==> src/dram_bank_pkg.sv <==
// Shared constants, timing figures and enumerations for the bank command state logic.
package dram_bank_pkg;

	localparam int CLK_PERIOD_NS = 50;

	// Timing figures in nanoseconds. These are plain defaults; set them to the part in use.
	localparam int PRECHARGE_TIME_NS = 20;
	localparam int ACTIVATE_TO_ACCESS_TIME_NS = 20;
	localparam int REFRESH_CYCLE_TIME_NS = 80;
	localparam int MODE_LOAD_TIME_NS = 100;
	localparam int SELF_REFRESH_EXIT_TIME_NS = 120;

	// Least times round up to whole cycles, and never below one cycle.
	function automatic int ns_to_cycles(input int ns);
		int c;
		c = (ns + CLK_PERIOD_NS - 1) / CLK_PERIOD_NS;
		return (c < 1) ? 1 : c;
	endfunction

	localparam int PRECHARGE_CYCLES = ns_to_cycles(PRECHARGE_TIME_NS);
	localparam int ACTIVATE_TO_ACCESS_CYCLES = ns_to_cycles(ACTIVATE_TO_ACCESS_TIME_NS);
	localparam int REFRESH_CYCLE_CYCLES = ns_to_cycles(REFRESH_CYCLE_TIME_NS);
	localparam int MODE_LOAD_CYCLES = ns_to_cycles(MODE_LOAD_TIME_NS);
	localparam int SELF_REFRESH_EXIT_CYCLES = ns_to_cycles(SELF_REFRESH_EXIT_TIME_NS);

	localparam int TIMER_WIDTH = 8;
	localparam int NUM_BANKS = 4;
	localparam int BANK_ADDR_WIDTH = 2;
	localparam int BURST_LEN = 4;

	// Strobe patterns as {row strobe, column strobe, write enable}, all active low.
	localparam logic [2:0] PAT_NOP = 3'h7;
	localparam logic [2:0] PAT_ACTIVE = 3'h3;
	localparam logic [2:0] PAT_READ = 3'h5;
	localparam logic [2:0] PAT_WRITE = 3'h4;
	localparam logic [2:0] PAT_PRECHARGE = 3'h2;
	localparam logic [2:0] PAT_REFRESH = 3'h1;
	localparam logic [2:0] PAT_LOAD_MODE = 3'h0;
	localparam logic [2:0] PAT_BURST_STOP = 3'h6;

	typedef enum logic [3:0] {
		CMD_INHIBIT,
		CMD_NOP,
		CMD_ACTIVE,
		CMD_READ,
		CMD_WRITE,
		CMD_PRECHARGE,
		CMD_REFRESH,
		CMD_LOAD_MODE,
		CMD_BURST_STOP
	} cmd_t;

	typedef enum logic [2:0] {
		BANK_IDLE,
		BANK_ACTIVATING,
		BANK_ACTIVE,
		BANK_READ,
		BANK_WRITE,
		BANK_READ_AP,
		BANK_WRITE_AP,
		BANK_PRECHARGING
	} bank_state_t;

	typedef enum logic [2:0] {
		DEV_NORMAL,
		DEV_REFRESH,
		DEV_MODE_LOAD,
		DEV_PRECHARGE_ALL,
		DEV_SR_EXIT
	} dev_state_t;

endpackage

==> src/dram_bank_command_state.sv <==
// Per-bank and device-wide command state machine of a four-bank synchronous DRAM.
`timescale 1ns/1ns
module dram_bank_command_state
#(
	parameter int NUM_BANKS = dram_bank_pkg::NUM_BANKS,
	parameter int BANK_ADDR_WIDTH = dram_bank_pkg::BANK_ADDR_WIDTH,
	parameter int BURST_LEN = dram_bank_pkg::BURST_LEN,
	parameter int TIMER_WIDTH = dram_bank_pkg::TIMER_WIDTH,
	parameter int PRECHARGE_CYCLES = dram_bank_pkg::PRECHARGE_CYCLES,
	parameter int ACTIVATE_TO_ACCESS_CYCLES = dram_bank_pkg::ACTIVATE_TO_ACCESS_CYCLES,
	parameter int REFRESH_CYCLE_CYCLES = dram_bank_pkg::REFRESH_CYCLE_CYCLES,
	parameter int MODE_LOAD_CYCLES = dram_bank_pkg::MODE_LOAD_CYCLES,
	parameter int SELF_REFRESH_EXIT_CYCLES = dram_bank_pkg::SELF_REFRESH_EXIT_CYCLES
)
(
	// Clock and reset
	input wire logic clk_sys,
	input wire logic reset,
	// Command pins from the controller
	input wire logic cke,
	input wire logic cs_n,
	input wire logic ras_n,
	input wire logic cas_n,
	input wire logic we_n,
	input wire logic [BANK_ADDR_WIDTH-1:0] bank_addr,
	input wire logic auto_precharge,
	// Power logic
	input wire logic self_refresh_exit,
	// Bank status
	output logic [NUM_BANKS-1:0] bank_idle,
	output logic [NUM_BANKS-1:0] bank_row_open,
	output logic [NUM_BANKS-1:0] bank_timed,
	output logic all_banks_idle,
	output logic device_busy,
	output logic command_refused,
	// Burst beats
	output logic burst_beat,
	output logic burst_beat_write,
	output logic [BANK_ADDR_WIDTH-1:0] burst_beat_bank
);

	localparam int BURST_WIDTH = $clog2(BURST_LEN + 1);
	localparam logic SINGLE_BEAT = (BURST_LEN == 1);

	function automatic logic bank_allows(input dram_bank_pkg::bank_state_t s, input dram_bank_pkg::cmd_t c);
		case (s)
			dram_bank_pkg::BANK_IDLE:
				bank_allows = (c == dram_bank_pkg::CMD_ACTIVE) || (c == dram_bank_pkg::CMD_PRECHARGE);
			dram_bank_pkg::BANK_ACTIVE, dram_bank_pkg::BANK_READ, dram_bank_pkg::BANK_WRITE:
				bank_allows = (c == dram_bank_pkg::CMD_READ) || (c == dram_bank_pkg::CMD_WRITE)
					|| (c == dram_bank_pkg::CMD_PRECHARGE);
			default:
				bank_allows = 1'b0;
		endcase
	endfunction

	function automatic logic precharge_ok(input dram_bank_pkg::bank_state_t s);
		precharge_ok = bank_allows(s, dram_bank_pkg::CMD_PRECHARGE);
	endfunction

	dram_bank_pkg::cmd_t cmd;
	dram_bank_pkg::bank_state_t bank_state [NUM_BANKS];
	dram_bank_pkg::dev_state_t dev_state_reg;
	dram_bank_pkg::dev_state_t dev_state_next;
	dram_bank_pkg::bank_state_t target_state;
	logic cke_prev_reg;
	logic cmd_enable;
	logic executable;
	logic accept;
	logic every_idle;
	logic every_precharge_ok;
	logic do_act;
	logic do_rd;
	logic do_wr;
	logic do_pre;
	logic do_pre_all;
	logic do_ref;
	logic do_lmr;
	logic do_bst;
	logic new_burst;
	logic kill;
	logic natural_end;
	logic dev_load;
	logic [TIMER_WIDTH-1:0] dev_load_value;
	logic dev_expire;
	logic burst_active_reg;
	logic burst_write_reg;
	logic burst_ap_reg;
	logic [BANK_ADDR_WIDTH-1:0] burst_bank_reg;
	logic [BURST_WIDTH-1:0] burst_left_reg;

	dram_cmd_decode u_decode
	(
		.cs_n(cs_n),
		.ras_n(ras_n),
		.cas_n(cas_n),
		.we_n(we_n),
		.cmd(cmd)
	);

	always_ff @(posedge clk_sys)
	begin
		if (reset)
			cke_prev_reg <= 1'b0;
		else
			cke_prev_reg <= cke;
	end

	// Device-wide timed states and the exit time swallow every command.
	assign cmd_enable = cke_prev_reg && cke && (dev_state_reg == dram_bank_pkg::DEV_NORMAL);
	assign executable = (cmd != dram_bank_pkg::CMD_INHIBIT) && (cmd != dram_bank_pkg::CMD_NOP);
	assign target_state = bank_state[bank_addr];

	always_comb
	begin
		every_idle = 1'b1;
		every_precharge_ok = 1'b1;
		for (int i = 0; i < NUM_BANKS; i++)
		begin
			if (bank_state[i] != dram_bank_pkg::BANK_IDLE)
				every_idle = 1'b0;
			if (!precharge_ok(bank_state[i]))
				every_precharge_ok = 1'b0;
		end
	end

	// Legality: access and single precharge check the target bank, precharge all, refresh and mode load every bank, burst stop the burst.
	always_comb
	begin
		accept = 1'b0;
		if (cmd_enable)
		begin
			case (cmd)
				dram_bank_pkg::CMD_ACTIVE, dram_bank_pkg::CMD_READ, dram_bank_pkg::CMD_WRITE:
					accept = bank_allows(target_state, cmd);
				dram_bank_pkg::CMD_PRECHARGE:
					accept = auto_precharge ? every_precharge_ok : bank_allows(target_state, cmd);
				dram_bank_pkg::CMD_REFRESH, dram_bank_pkg::CMD_LOAD_MODE:
					accept = every_idle;
				dram_bank_pkg::CMD_BURST_STOP:
					accept = burst_active_reg && !burst_ap_reg;
				default:
					accept = 1'b0;
			endcase
		end
	end

	assign do_act = accept && (cmd == dram_bank_pkg::CMD_ACTIVE);
	assign do_rd = accept && (cmd == dram_bank_pkg::CMD_READ);
	assign do_wr = accept && (cmd == dram_bank_pkg::CMD_WRITE);
	assign do_pre = accept && (cmd == dram_bank_pkg::CMD_PRECHARGE) && !auto_precharge;
	assign do_pre_all = accept && (cmd == dram_bank_pkg::CMD_PRECHARGE) && auto_precharge;
	assign do_ref = accept && (cmd == dram_bank_pkg::CMD_REFRESH);
	assign do_lmr = accept && (cmd == dram_bank_pkg::CMD_LOAD_MODE);
	assign do_bst = accept && (cmd == dram_bank_pkg::CMD_BURST_STOP);
	assign new_burst = do_rd || do_wr;

	// A refused command is ignored; the flag is only a diagnostic for the controller side.
	always_ff @(posedge clk_sys)
	begin
		if (reset)
			command_refused <= 1'b0;
		else
			command_refused <= cke_prev_reg && cke && executable && !accept;
	end

	// Burst tracking: one burst runs at a time, and a newer one replaces it.
	assign kill = do_bst || do_pre_all || (do_pre && (bank_addr == burst_bank_reg));
	assign natural_end = burst_active_reg && (burst_left_reg == BURST_WIDTH'(1)) && !kill && !new_burst;

	always_ff @(posedge clk_sys)
	begin
		if (reset)
		begin
			burst_active_reg <= 1'b0;
			burst_write_reg <= 1'b0;
			burst_ap_reg <= 1'b0;
			burst_bank_reg <= '0;
			burst_left_reg <= '0;
		end
		else if (new_burst)
		begin
			burst_active_reg <= !SINGLE_BEAT;
			burst_write_reg <= do_wr;
			burst_ap_reg <= auto_precharge;
			burst_bank_reg <= bank_addr;
			burst_left_reg <= BURST_WIDTH'(BURST_LEN - 1);
		end
		else if (kill || natural_end)
			burst_active_reg <= 1'b0;
		else if (burst_active_reg)
			burst_left_reg <= burst_left_reg - BURST_WIDTH'(1);
	end

	// The beat on an interrupting command's edge belongs to the new burst, so the old
	// write's last beat is the one before it.
	always_ff @(posedge clk_sys)
	begin
		if (reset)
		begin
			burst_beat <= 1'b0;
			burst_beat_write <= 1'b0;
			burst_beat_bank <= '0;
		end
		else
		begin
			burst_beat <= new_burst || (burst_active_reg && !kill);
			burst_beat_write <= new_burst ? do_wr : burst_write_reg;
			burst_beat_bank <= new_burst ? bank_addr : burst_bank_reg;
		end
	end

	// Per-bank state machines, each with its own timer.
	for (genvar b = 0; b < NUM_BANKS; b++)
	begin : g_bank
		dram_bank_pkg::bank_state_t state_reg;
		dram_bank_pkg::bank_state_t state_next;
		logic sel;
		logic finish_here;
		logic load;
		logic [TIMER_WIDTH-1:0] load_value;
		logic expire;

		assign sel = (bank_addr == BANK_ADDR_WIDTH'(b));
		assign finish_here = burst_active_reg && (burst_bank_reg == BANK_ADDR_WIDTH'(b))
			&& (kill || new_burst || natural_end);

		always_comb
		begin
			state_next = state_reg;
			load = 1'b0;
			load_value = TIMER_WIDTH'(PRECHARGE_CYCLES);
			if (do_pre_all && (state_reg != dram_bank_pkg::BANK_IDLE))
			begin
				state_next = dram_bank_pkg::BANK_PRECHARGING;
				load = 1'b1;
			end
			else if (sel && do_act)
			begin
				state_next = dram_bank_pkg::BANK_ACTIVATING;
				load = 1'b1;
				load_value = TIMER_WIDTH'(ACTIVATE_TO_ACCESS_CYCLES);
			end
			else if (sel && new_burst)
			begin
				if (SINGLE_BEAT)
				begin
					state_next = auto_precharge ? dram_bank_pkg::BANK_PRECHARGING : dram_bank_pkg::BANK_ACTIVE;
					load = auto_precharge;
				end
				else if (auto_precharge)
					state_next = do_wr ? dram_bank_pkg::BANK_WRITE_AP : dram_bank_pkg::BANK_READ_AP;
				else
					state_next = do_wr ? dram_bank_pkg::BANK_WRITE : dram_bank_pkg::BANK_READ;
			end
			else if (sel && do_pre && (state_reg != dram_bank_pkg::BANK_IDLE))
			begin
				state_next = dram_bank_pkg::BANK_PRECHARGING;
				load = 1'b1;
			end
			else
			begin
				case (state_reg)
					dram_bank_pkg::BANK_ACTIVATING:
						if (expire)
							state_next = dram_bank_pkg::BANK_ACTIVE;
					dram_bank_pkg::BANK_PRECHARGING:
						if (expire)
							state_next = dram_bank_pkg::BANK_IDLE;
					dram_bank_pkg::BANK_READ, dram_bank_pkg::BANK_WRITE:
						if (finish_here)
							state_next = dram_bank_pkg::BANK_ACTIVE;
					dram_bank_pkg::BANK_READ_AP, dram_bank_pkg::BANK_WRITE_AP:
						if (finish_here)
						begin
							state_next = dram_bank_pkg::BANK_PRECHARGING;
							load = 1'b1;
						end
					default:
						state_next = state_reg;
				endcase
			end
		end

		always_ff @(posedge clk_sys)
		begin
			if (reset)
				state_reg <= dram_bank_pkg::BANK_IDLE;
			else
				state_reg <= state_next;
		end

		dram_state_timer #(.WIDTH(TIMER_WIDTH)) u_timer
		(
			.clk_sys(clk_sys),
			.reset(reset),
			.load(load),
			.load_value(load_value),
			.expire(expire),
			.running()
		);

		assign bank_state[b] = state_reg;
		assign bank_idle[b] = (state_reg == dram_bank_pkg::BANK_IDLE);
		assign bank_row_open[b] = (state_reg == dram_bank_pkg::BANK_ACTIVE) || (state_reg == dram_bank_pkg::BANK_READ)
			|| (state_reg == dram_bank_pkg::BANK_WRITE);
		assign bank_timed[b] = (state_reg == dram_bank_pkg::BANK_ACTIVATING)
			|| (state_reg == dram_bank_pkg::BANK_PRECHARGING) || (state_reg == dram_bank_pkg::BANK_READ_AP)
			|| (state_reg == dram_bank_pkg::BANK_WRITE_AP);
	end

	// Device-wide state. Precharge all runs here and in every bank not idle for the same time.
	always_comb
	begin
		dev_state_next = dev_state_reg;
		dev_load = 1'b0;
		dev_load_value = TIMER_WIDTH'(PRECHARGE_CYCLES);
		case (dev_state_reg)
			dram_bank_pkg::DEV_NORMAL:
				if (self_refresh_exit)
				begin
					dev_state_next = dram_bank_pkg::DEV_SR_EXIT;
					dev_load = 1'b1;
					dev_load_value = TIMER_WIDTH'(SELF_REFRESH_EXIT_CYCLES);
				end
				else if (do_ref)
				begin
					dev_state_next = dram_bank_pkg::DEV_REFRESH;
					dev_load = 1'b1;
					dev_load_value = TIMER_WIDTH'(REFRESH_CYCLE_CYCLES);
				end
				else if (do_lmr)
				begin
					dev_state_next = dram_bank_pkg::DEV_MODE_LOAD;
					dev_load = 1'b1;
					dev_load_value = TIMER_WIDTH'(MODE_LOAD_CYCLES);
				end
				else if (do_pre_all)
				begin
					dev_state_next = dram_bank_pkg::DEV_PRECHARGE_ALL;
					dev_load = 1'b1;
				end
			default:
				if (dev_expire)
					dev_state_next = dram_bank_pkg::DEV_NORMAL;
		endcase
	end

	always_ff @(posedge clk_sys)
	begin
		if (reset)
			dev_state_reg <= dram_bank_pkg::DEV_NORMAL;
		else
			dev_state_reg <= dev_state_next;
	end

	dram_state_timer #(.WIDTH(TIMER_WIDTH)) u_dev_timer
	(
		.clk_sys(clk_sys),
		.reset(reset),
		.load(dev_load),
		.load_value(dev_load_value),
		.expire(dev_expire),
		.running()
	);

	assign device_busy = (dev_state_reg != dram_bank_pkg::DEV_NORMAL);
	assign all_banks_idle = every_idle && !device_busy;

endmodule

==> src/dram_cmd_decode.sv <==
// Decoder from the chip select and strobe pins to a command code.
`timescale 1ns/1ns
module dram_cmd_decode
(
	// Command pins, active low
	input wire logic cs_n,
	input wire logic ras_n,
	input wire logic cas_n,
	input wire logic we_n,
	// Decoded command
	output dram_bank_pkg::cmd_t cmd
);

	always_comb
	begin
		cmd = dram_bank_pkg::CMD_INHIBIT;
		if (!cs_n)
		begin
			case ({ras_n, cas_n, we_n})
				dram_bank_pkg::PAT_NOP: cmd = dram_bank_pkg::CMD_NOP;
				dram_bank_pkg::PAT_ACTIVE: cmd = dram_bank_pkg::CMD_ACTIVE;
				dram_bank_pkg::PAT_READ: cmd = dram_bank_pkg::CMD_READ;
				dram_bank_pkg::PAT_WRITE: cmd = dram_bank_pkg::CMD_WRITE;
				dram_bank_pkg::PAT_PRECHARGE: cmd = dram_bank_pkg::CMD_PRECHARGE;
				dram_bank_pkg::PAT_REFRESH: cmd = dram_bank_pkg::CMD_REFRESH;
				dram_bank_pkg::PAT_LOAD_MODE: cmd = dram_bank_pkg::CMD_LOAD_MODE;
				dram_bank_pkg::PAT_BURST_STOP: cmd = dram_bank_pkg::CMD_BURST_STOP;
				default: cmd = dram_bank_pkg::CMD_NOP;
			endcase
		end
	end

endmodule

==> src/dram_state_timer.sv <==
// Down counter that times one timed state and flags its last cycle.
`timescale 1ns/1ns
module dram_state_timer
#(
	parameter int WIDTH = 8
)
(
	// Clock and reset
	input wire logic clk_sys,
	input wire logic reset,
	// Control
	input wire logic load,
	input wire logic [WIDTH-1:0] load_value,
	// Status
	output logic expire,
	output logic running
);

	logic [WIDTH-1:0] count_reg;

	always_ff @(posedge clk_sys)
	begin
		if (reset)
			count_reg <= '0;
		else if (load)
			count_reg <= load_value;
		else if (count_reg != '0)
			count_reg <= count_reg - WIDTH'(1);
	end

	// The owner leaves its timed state on the edge that sees the last count.
	assign expire = (count_reg == WIDTH'(1));
	assign running = (count_reg != '0);

endmodule
==> config.mk <==
export PLATFORM = sky130hd
export DESIGN_NAME = dram_bank_command_state
export DESIGN_NICKNAME = d
export VERILOG_FILES = /design/src/dram_bank_pkg.sv /design/src/dram_bank_command_state.sv /design/src/dram_cmd_decode.sv /design/src/dram_state_timer.sv
export SDC_FILE = /design/constraint.sdc
export NUM_CORES = 1
export LEC_CHECK = 0
export CAP_MARGIN = 20
export CELL_PAD_IN_SITES_DETAIL_PLACEMENT = 1
export CELL_PAD_IN_SITES_GLOBAL_PLACEMENT = 2
export CORE_ASPECT_RATIO = 0.5
export CORE_MARGIN = 10
export CORE_UTILIZATION = 39
export DETAILED_ROUTE_END_ITERATION = 6
export DONT_BUFFER_PORTS = 1
export GPL_ROUTABILITY_DRIVEN = 0
export MAX_ROUTING_LAYER = met4
export PLACE_DENSITY_LB_ADDON = 0.25
export SLEW_MARGIN = 40
export SYNTH_ARGS = -nofsm -noshare
export SYNTH_HDL_FRONTEND = slang
export SYNTH_SLANG_ARGS = --single-unit
export TNS_END_PERCENT = 50
==> constraint.sdc <==
create_clock -name clk_sys -period 3.6 [get_ports clk_sys]
set_input_delay 0 -clock clk_sys [delete_from_list [all_inputs] [get_ports clk_sys]]
set_output_delay 0 -clock clk_sys [all_outputs]
set_load 0.03 [all_outputs]
# Word-level counts from Yosys, hierarchy flattened
# Memories as Yosys holds them, arrays and structs flattened.
# Index checks and enable logic that the tools add are counted.
[word_totals]
ff_bits = 66
mem_bits_ro = 32
input_bits = 11
out_inout_bits = 19
wordCells = 359
mem_count = 1
[memory_table]
columns = ["memory", "words", "width", "rd", "rd_ports_with_merged_regs", "wr", "line_no", "source"]
rows = [
  ["(name not given)", 8, 4, 1, 0, 0, "dram_cmd_decode.sv:19", "case ({ras_n, cas_n, we_n})"],
]
[op_classes]
n_addsub = 6
n_lt_le_gt_ge = 1
eq_ne = 70
n_mux = 113
n_bitwise = 2
n_reduce_logical = 143
[ops]
columns = ["op", "n"]
rows = [
  ["two-way mux 3 bit", 42],
  ["!= test 6 bit (second input constant)", 16],
  ["nonzero test 8 bit", 9],
  ["two-way mux 1 bit", 53],
  ["equality test 3 bit (second input constant)", 17],
  ["logical AND 1 bit", 49],
  ["case mux 3 bit (4 select lines)", 4],
  ["equality test 8 x 1 -> 1 bit (second input constant)", 5],
  ["subtractor 8 x 1 -> 8 bit (second input constant)", 5],
  ["equality test 3 x 2 -> 1 bit (second input constant)", 10],
  ["logical OR 1 bit", 30],
  ["OR reduction 2 bit", 14],
  ["AND reduction 5 bit", 4],
  ["logical NOT 3 bit", 6],
  ["equality test 4 x 3 -> 1 bit (second input constant)", 4],
  ["two-way mux 2 bit", 8],
  ["two-way mux 8 bit", 2],
  ["nonzero test 2 bit", 8],
  ["OR reduction 4 bit", 4],
  ["equality test 3 x 1 -> 1 bit (second input constant)", 5],
  ["nonzero test 3 bit", 5],
  ["equality test 2 bit (second input constant)", 4],
  ["equality test 4 x 2 -> 1 bit (second input constant)", 2],
  ["binary-select mux 3 bit (select 2 bit)", 1],
  ["18 further kinds", 28],
]

# Depth between registers and ports, before layout
[logic_depth]
word_depth = 26
depth_mapped = 14

# Hierarchy
# A second synthesis with hierarchy kept.
[unflattened]
cells_unflattened = 627
hier_area_um2 = 5001.0
[by_module_without_submodules]
columns = ["module", "instances", "cells_each", "area_per_inst_um2", "seq_area_each_um2"]
rows = [
  ["dram_state_timer", 5, 58, 496.7, 160.2],
  ["dram_bank_command_state", 1, 329, 2459.9, 520.5],
  ["dram_cmd_decode", 1, 8, 57.6, 0.0],
]

# Worst setup path after synthesis
# OpenSTA, ideal clock, no wires.
[synth_timing]
path_type = "reg-to-reg"
start = "register g_bank[0].state_reg[0]"
end = "register g_bank[1].state_reg[1]"
setup_ps = 95
arrival_time_ps = 3366
required_ps = 3505
setup_slack_ps = 138
path_stages_with_launch = 12
n_path_buf = 2
period_less_slack_ps = 3462
cell_sequence = "dfxtp_1 > clkbuf_1 > nor3_1 > and4_1 > a221o_1 > o21ai_4 > clkbuf_1 > or3_1 > ha_1 > nor4_1 > o21ai_1 > a221oi_1"
[synth_between]
elab_chain_cells = 21
[synth_lines]
columns = ["element", "line_no", "source"]
rows = [
  ["start, declared", "dram_bank_command_state.sv:216", "dram_bank_pkg::bank_state_t state_reg;"],
  ["start signal, assigned", "dram_bank_command_state.sv:288", "state_reg <= dram_bank_pkg::BANK_IDLE;"],
  ["start signal, assigned", "dram_bank_command_state.sv:290", "state_reg <= state_next;"],
  ["logical NOT 3 bit (*)", "n/a", ""],
  ["net bank_idle[0]", "dram_bank_command_state.sv:30", "output logic [NUM_BANKS-1:0] bank_idle,"],
  ["OR reduction 4 bit (no line) (*)", "n/a", ""],
  ["two-way mux 1 bit (*)", "dram_bank_command_state.sv:46", "case (s)"],
  ["two-way mux 1 bit (*) (4 in a row)", "dram_bank_command_state.sv:122", "if (!precharge_ok(bank_state[i]))"],
  ["two-way mux 1 bit (*)", "dram_bank_command_state.sv:137", "accept = auto_precharge ? every_precharge_ok : bank_allows(target_state, cmd);"],
  ["case mux 1 bit (4 select lines) (*)", "dram_bank_command_state.sv:133", "case (cmd)"],
  ["two-way mux 1 bit (*)", "dram_bank_command_state.sv:131", "if (cmd_enable)"],
  ["[2 not listed]", "n/a", ""],
  ["logical OR 1 bit or logical AND 1 bit (tied branches)", "dram_bank_command_state.sv:168", "assign kill = do_bst || do_pre_all || (do_pre && (bank_addr == burst_bank_reg));"],
  ["logical OR 1 bit", "dram_bank_command_state.sv:168", ""],
  ["logical NOT 1 bit", "dram_bank_command_state.sv:169", "assign natural_end = burst_active_reg && (burst_left_reg == BURST_WIDTH'(1)) && !kill && !new_burst;"],
  ["logical AND 1 bit (2 in a row)", "dram_bank_command_state.sv:169", ""],
  ["logical OR 1 bit", "dram_bank_command_state.sv:226", "&& (kill || new_burst || natural_end);"],
  ["logical AND 1 bit", "dram_bank_command_state.sv:226", ""],
  ["!= test 6 bit (no line)", "n/a", ""],
  ["AND reduction 5 bit (no line)", "n/a", ""],
  ["end signal, assigned", "dram_bank_command_state.sv:288", ""],
  ["end signal, assigned", "dram_bank_command_state.sv:290", ""],
  ["end, declared", "dram_bank_command_state.sv:216", ""],
]
# Mark *: on every way through the listed nets, which the timed path passes. The rest lies on a longest branch. The select of a mux whose other input is x is not followed.
# A chain may end at the register's enable or synchronous reset.

# Final worst setup path
[layout_timing]
start = "register g_bank[2].state_reg[1]"
end = "register u_dev_timer.count_reg[0]"
[layout_between]
elab_chain_cells = 17
[layout_lines]
columns = ["element", "line_no", "source"]
rows = [
  ["start, declared", "dram_bank_command_state.sv:216", ""],
  ["start signal, assigned", "dram_bank_command_state.sv:288", ""],
  ["start signal, assigned", "dram_bank_command_state.sv:290", ""],
  ["binary-select mux 3 bit (select 2 bit)", "dram_bank_command_state.sv:112", "assign target_state = bank_state[bank_addr];"],
  ["two-way mux 3 bit (implied by the code) (2 in a row)", "dram_bank_command_state.sv:112", ""],
  ["equality test 3 x 2 -> 1 bit or equality test 3 bit (tied branches)", "dram_bank_command_state.sv:46", ""],
  ["OR reduction 3 bit", "dram_bank_command_state.sv:46", ""],
  ["case mux 1 bit (2 select lines)", "dram_bank_command_state.sv:46", ""],
  ["two-way mux 1 bit", "dram_bank_command_state.sv:137", ""],
  ["case mux 1 bit (4 select lines) (*)", "dram_bank_command_state.sv:133", ""],
  ["two-way mux 1 bit (*)", "dram_bank_command_state.sv:131", ""],
  ["logical AND 1 bit (2 in a row)", "dram_bank_command_state.sv:152", "assign do_pre_all = accept && (cmd == dram_bank_pkg::CMD_PRECHARGE) && auto_precharge;"],
  ["two-way mux 1 bit", "dram_bank_command_state.sv:338", "else if (do_pre_all)"],
  ["two-way mux 1 bit", "dram_bank_command_state.sv:332", "else if (do_lmr)"],
  ["two-way mux 1 bit", "dram_bank_command_state.sv:326", "else if (do_ref)"],
  ["two-way mux 1 bit", "dram_bank_command_state.sv:320", "if (self_refresh_exit)"],
  ["two-way mux 1 bit", "dram_bank_command_state.sv:318", "case (dev_state_reg)"],
  ["two-way mux 8 bit or nonzero test 2 bit (tied branches)", "n/a", ""],
  ["end signal, assigned", "dram_state_timer.sv:26", "count_reg <= load_value;"],
  ["end signal, assigned", "dram_state_timer.sv:28", "count_reg <= count_reg - WIDTH'(1);"],
  ["end, declared", "dram_state_timer.sv:19", "logic [WIDTH-1:0] count_reg;"],
]
# Mark *: on every way between the ends. The rest lies on a longest branch, timed or not. The select of a mux whose other input is x is not followed.

==> qor.yml <==
run_status:
  outcome: "finished clean"
final_layout:
  num_antenna_cells: 0
  largest_reg_flops: 32
  final_common_cell: "dfxtp_1"
  area_delta_synth_final_pct: 12.6
  nets: 562
  most-common-layout-cells: "66 x dfxtp_1, 58 x nor2_1, 40 x nand2_1"
  final_util_pct: 44.7
  drive_above_1_share_pct: 11.8
worst_setup_path:
  crit_type: "reg -> reg"
  slowest_stage: "dlygate4sd3_1"
  timing.rr.end: "u_dev_timer.count_reg[0]$_SDFFE_PP0P_"
  path_common_cell: "a21oi_1"
  worst_setup_path_start_kind: "flop"
  crit_fanout: 15
  rr_worst_depth: 8
  slowest_delay_ns: 0.56
  rrSetupSlack_ns: 0.45
  cp.required_ns: 3.87
  end_kind: "flop"
  r2r_start: "g_bank[2].state_reg[1]$_SDFFE_PP0P_"
  crit_path_cell_trace: "mux2_2 > nor4_1 > a221o_1 > o21a_1 > buf_4 > a21oi_1 > a21oi_1 > dlygate4sd3_1"
  cp.arrival_ns: 3.42
power:
  power_mw: 3.16
  power_density_mw_per_mm2: 649
  p_leak_nw: 1.78
  ir_worst_vdd_mv: 0.328
floorplan:
  die_w_um: 169
  rows: 27
  start_util_pct: 39.7
  chipHeight_um: 94.5
  io_pins: 30
  die_area_sq_mm: 0.0160
  core_sq_mm: 0.0109
logic_synthesis:
  synth_cells: 534
  ys_seq_elements: 66
  syn_nets: 559
  synth-main-ff-cell: "dfxtp_1"
  async_flop_share_pct: 0
  yosysWarnings: 0
  syn_avg_cell_area_sq_um: 8.10
  ys_types: 73
  synth-edff-count: 0
  yosysSeqAreaShare_pct: 30.5
  syn_area_sq_mm: 0.00433
timing:
  slew_headroom_pct: 57.7
  setup_violations: 0
  skew_ns: 0.00669
  finalMaxSlewViolations: 0
  fin_crit_ns: 3.15
  finalCritPeriodShare_pct: 87.5
  hold_violations: 0
  tns_ns: 0
  rsz0062_at_grt: "false"
  fmax_ghz: 0.317
  worstMarginPinSlew_ns: 0.629
clock_tree:
  numCtsBuffers: 9
  cts_tree: "yes"
  cts_setup_buffers: 0
  clk_pin_slew_ns: 0.06
  cts_hold_buffers: 12
  htreeDepth: 3
  cts.sinks: 66
  clk_latency_ns: 0.33
  clock-root-buffer: "clkbuf_16"
  ctsResizeCount: 0
  clockBufferDepth: 2
routing:
  wl_per_cell_um: 18.6
  drc: 0
  first_pass_iters: 4
  drt_wl_total_mm: 12.8
  vias_per_cell: 5.69
  vias: 3912
  drtAntennaViolNets: 0
  drtIter0Drc: 278
placed_design:
  portBuffers: 0
  hpwlAfterDp_mm: 9.05
worst_hold_path:
  holdPathStages: 2
  hold_end: "u_dev_timer.count_reg[2]$_SDFFE_PP0P_"
  hold_class: "in -> reg"
  hp-start: "reset"
run:
  cap_violations: 0
global_routing:
  grtUsageTotal_pct: 16.5
  antenna_found_initial: 0
  grt_pass1_wl_mm: 21.0
  first_global_vias: 3834
  grt_max_degree: 40
  grt.overflow.total: 0
-- synth_stat cells (8+ instances only) --
cell | number | area, sq um
clkbuf_1 | 17 | 63.8
ha_1 | 14 | 175
and2_1 | 14 | 87.6
buf_2 | 13 | 65.1
a21oi_1 | 31 | 155
xor2_1 | 15 | 131
o21ai_0 | 19 | 95.1
nor2_1 | 58 | 218
dfxtp_1 | 66 | 1320
xnor2_1 | 25 | 219
nand3_1 | 12 | 60.1
nor4_1 | 13 | 81.3
inv_1 | 23 | 86.3
nor3_1 | 27 | 135
o31ai_1 | 8 | 60.1
nand2b_1 | 9 | 56.3
mux2_2 | 8 | 90.1
nand2_1 | 40 | 150
nor2b_1 | 9 | 56.3
-- through the flow --
step / hold slack, ns / instances / worst slack (ns) / cell area (sq um)
after floorplan: 0.128 / 534 / 0.138 / 4330
after global placement: 0.0769 / 659 / 0.591 / 4460
after detailed placement: 0.0790 / 659 / 0.515 / 4460
after CTS: 0.00177 / 687 / 0.486 / 4870
after global routing: 0.00816 / 687 / 0.237 / 4870
final: 0.00307 / 687 / 0.448 / 4870
-- layout make-up --
class,instances,area (sq um)
clock buffer,10,239
clock inverter,6,42.5
fill,1348,6040
inverter,24,90.1
multi-input combinational,413,2790
sequential,66,1320
tap,145,181
timing repair buffer,23,213
-- power breakdown --
group | internal, mW | leakage [nW] | total, mW | switching, mW
clock | 0.485 | 0.134 | 0.835 | 0.350
combinational | 0.559 | 1.10 | 1.24 | 0.678
sequential | 0.919 | 0.540 | 1.09 | 0.174
total | 1.96 | 1.78 | 3.16 | 1.20
-- per-layer routing --
metal  routed length [um]  track usage, %  vias to the layer above
met2                 5910            26.2                       53
li1                     -               -                     1935
met3                  468            3.19                        4
met1                 6360            21.8                     1920
met5                    0               -                        -
met4                   40            2.86                        0
-- critical path, delay by kind of cell (launching register included) --
| family | cells | cell delay, ns |
|---|---|---|
| AO/OA/AOI/OAI | 4 | 0.86 |
| flip-flops | 1 | 0.55 |
| multiplexers | 1 | 0.49 |
| AND/OR/NAND/NOR | 1 | 0.32 |
| buffers and inverters | 2 | 0.86 |
-- cell families after synthesis --
| group | share of synthesized area [%] |
|---|---|
| AO/OA/AOI/OAI | 21.0 |
| XOR/XNOR | 8.09 |
| adder cells (fa/ha/maj) | 4.05 |
| buffers and inverters | 5.32 |
| flip-flops | 30.5 |
| multiplexers | 4.83 |
| AND/OR/NAND/NOR | 26.2 |
-- worst max path at each step --
stage | from | endpoint | slack [ns] | cells past startpoint
after global routing | g_bank[2].state_reg[1]$_SDFFE_PP0P_ | g_bank[3].state_reg[1]$_SDFFE_PP0P_ | 0.24 | 9
final | g_bank[2].state_reg[1]$_SDFFE_PP0P_ | u_dev_timer.count_reg[0]$_SDFFE_PP0P_ | 0.45 | 8
after detailed placement | g_bank[2].state_reg[1]$_SDFFE_PP0P_ | g_bank[3].state_reg[1]$_SDFFE_PP0P_ | 0.51 | 9
after floorplan | g_bank[0].state_reg[0]$_SDFFE_PP0P_ | g_bank[1].state_reg[1]$_SDFFE_PP0P_ | 0.14 | 11
after global placement | g_bank[2].state_reg[1]$_SDFFE_PP0P_ | g_bank[3].state_reg[1]$_SDFFE_PP0P_ | 0.59 | 9
after CTS | g_bank[2].state_reg[1]$_SDFFE_PP0P_ | u_dev_timer.count_reg[0]$_SDFFE_PP0P_ | 0.49 | 8
Power figures use the tool's default switching activity.
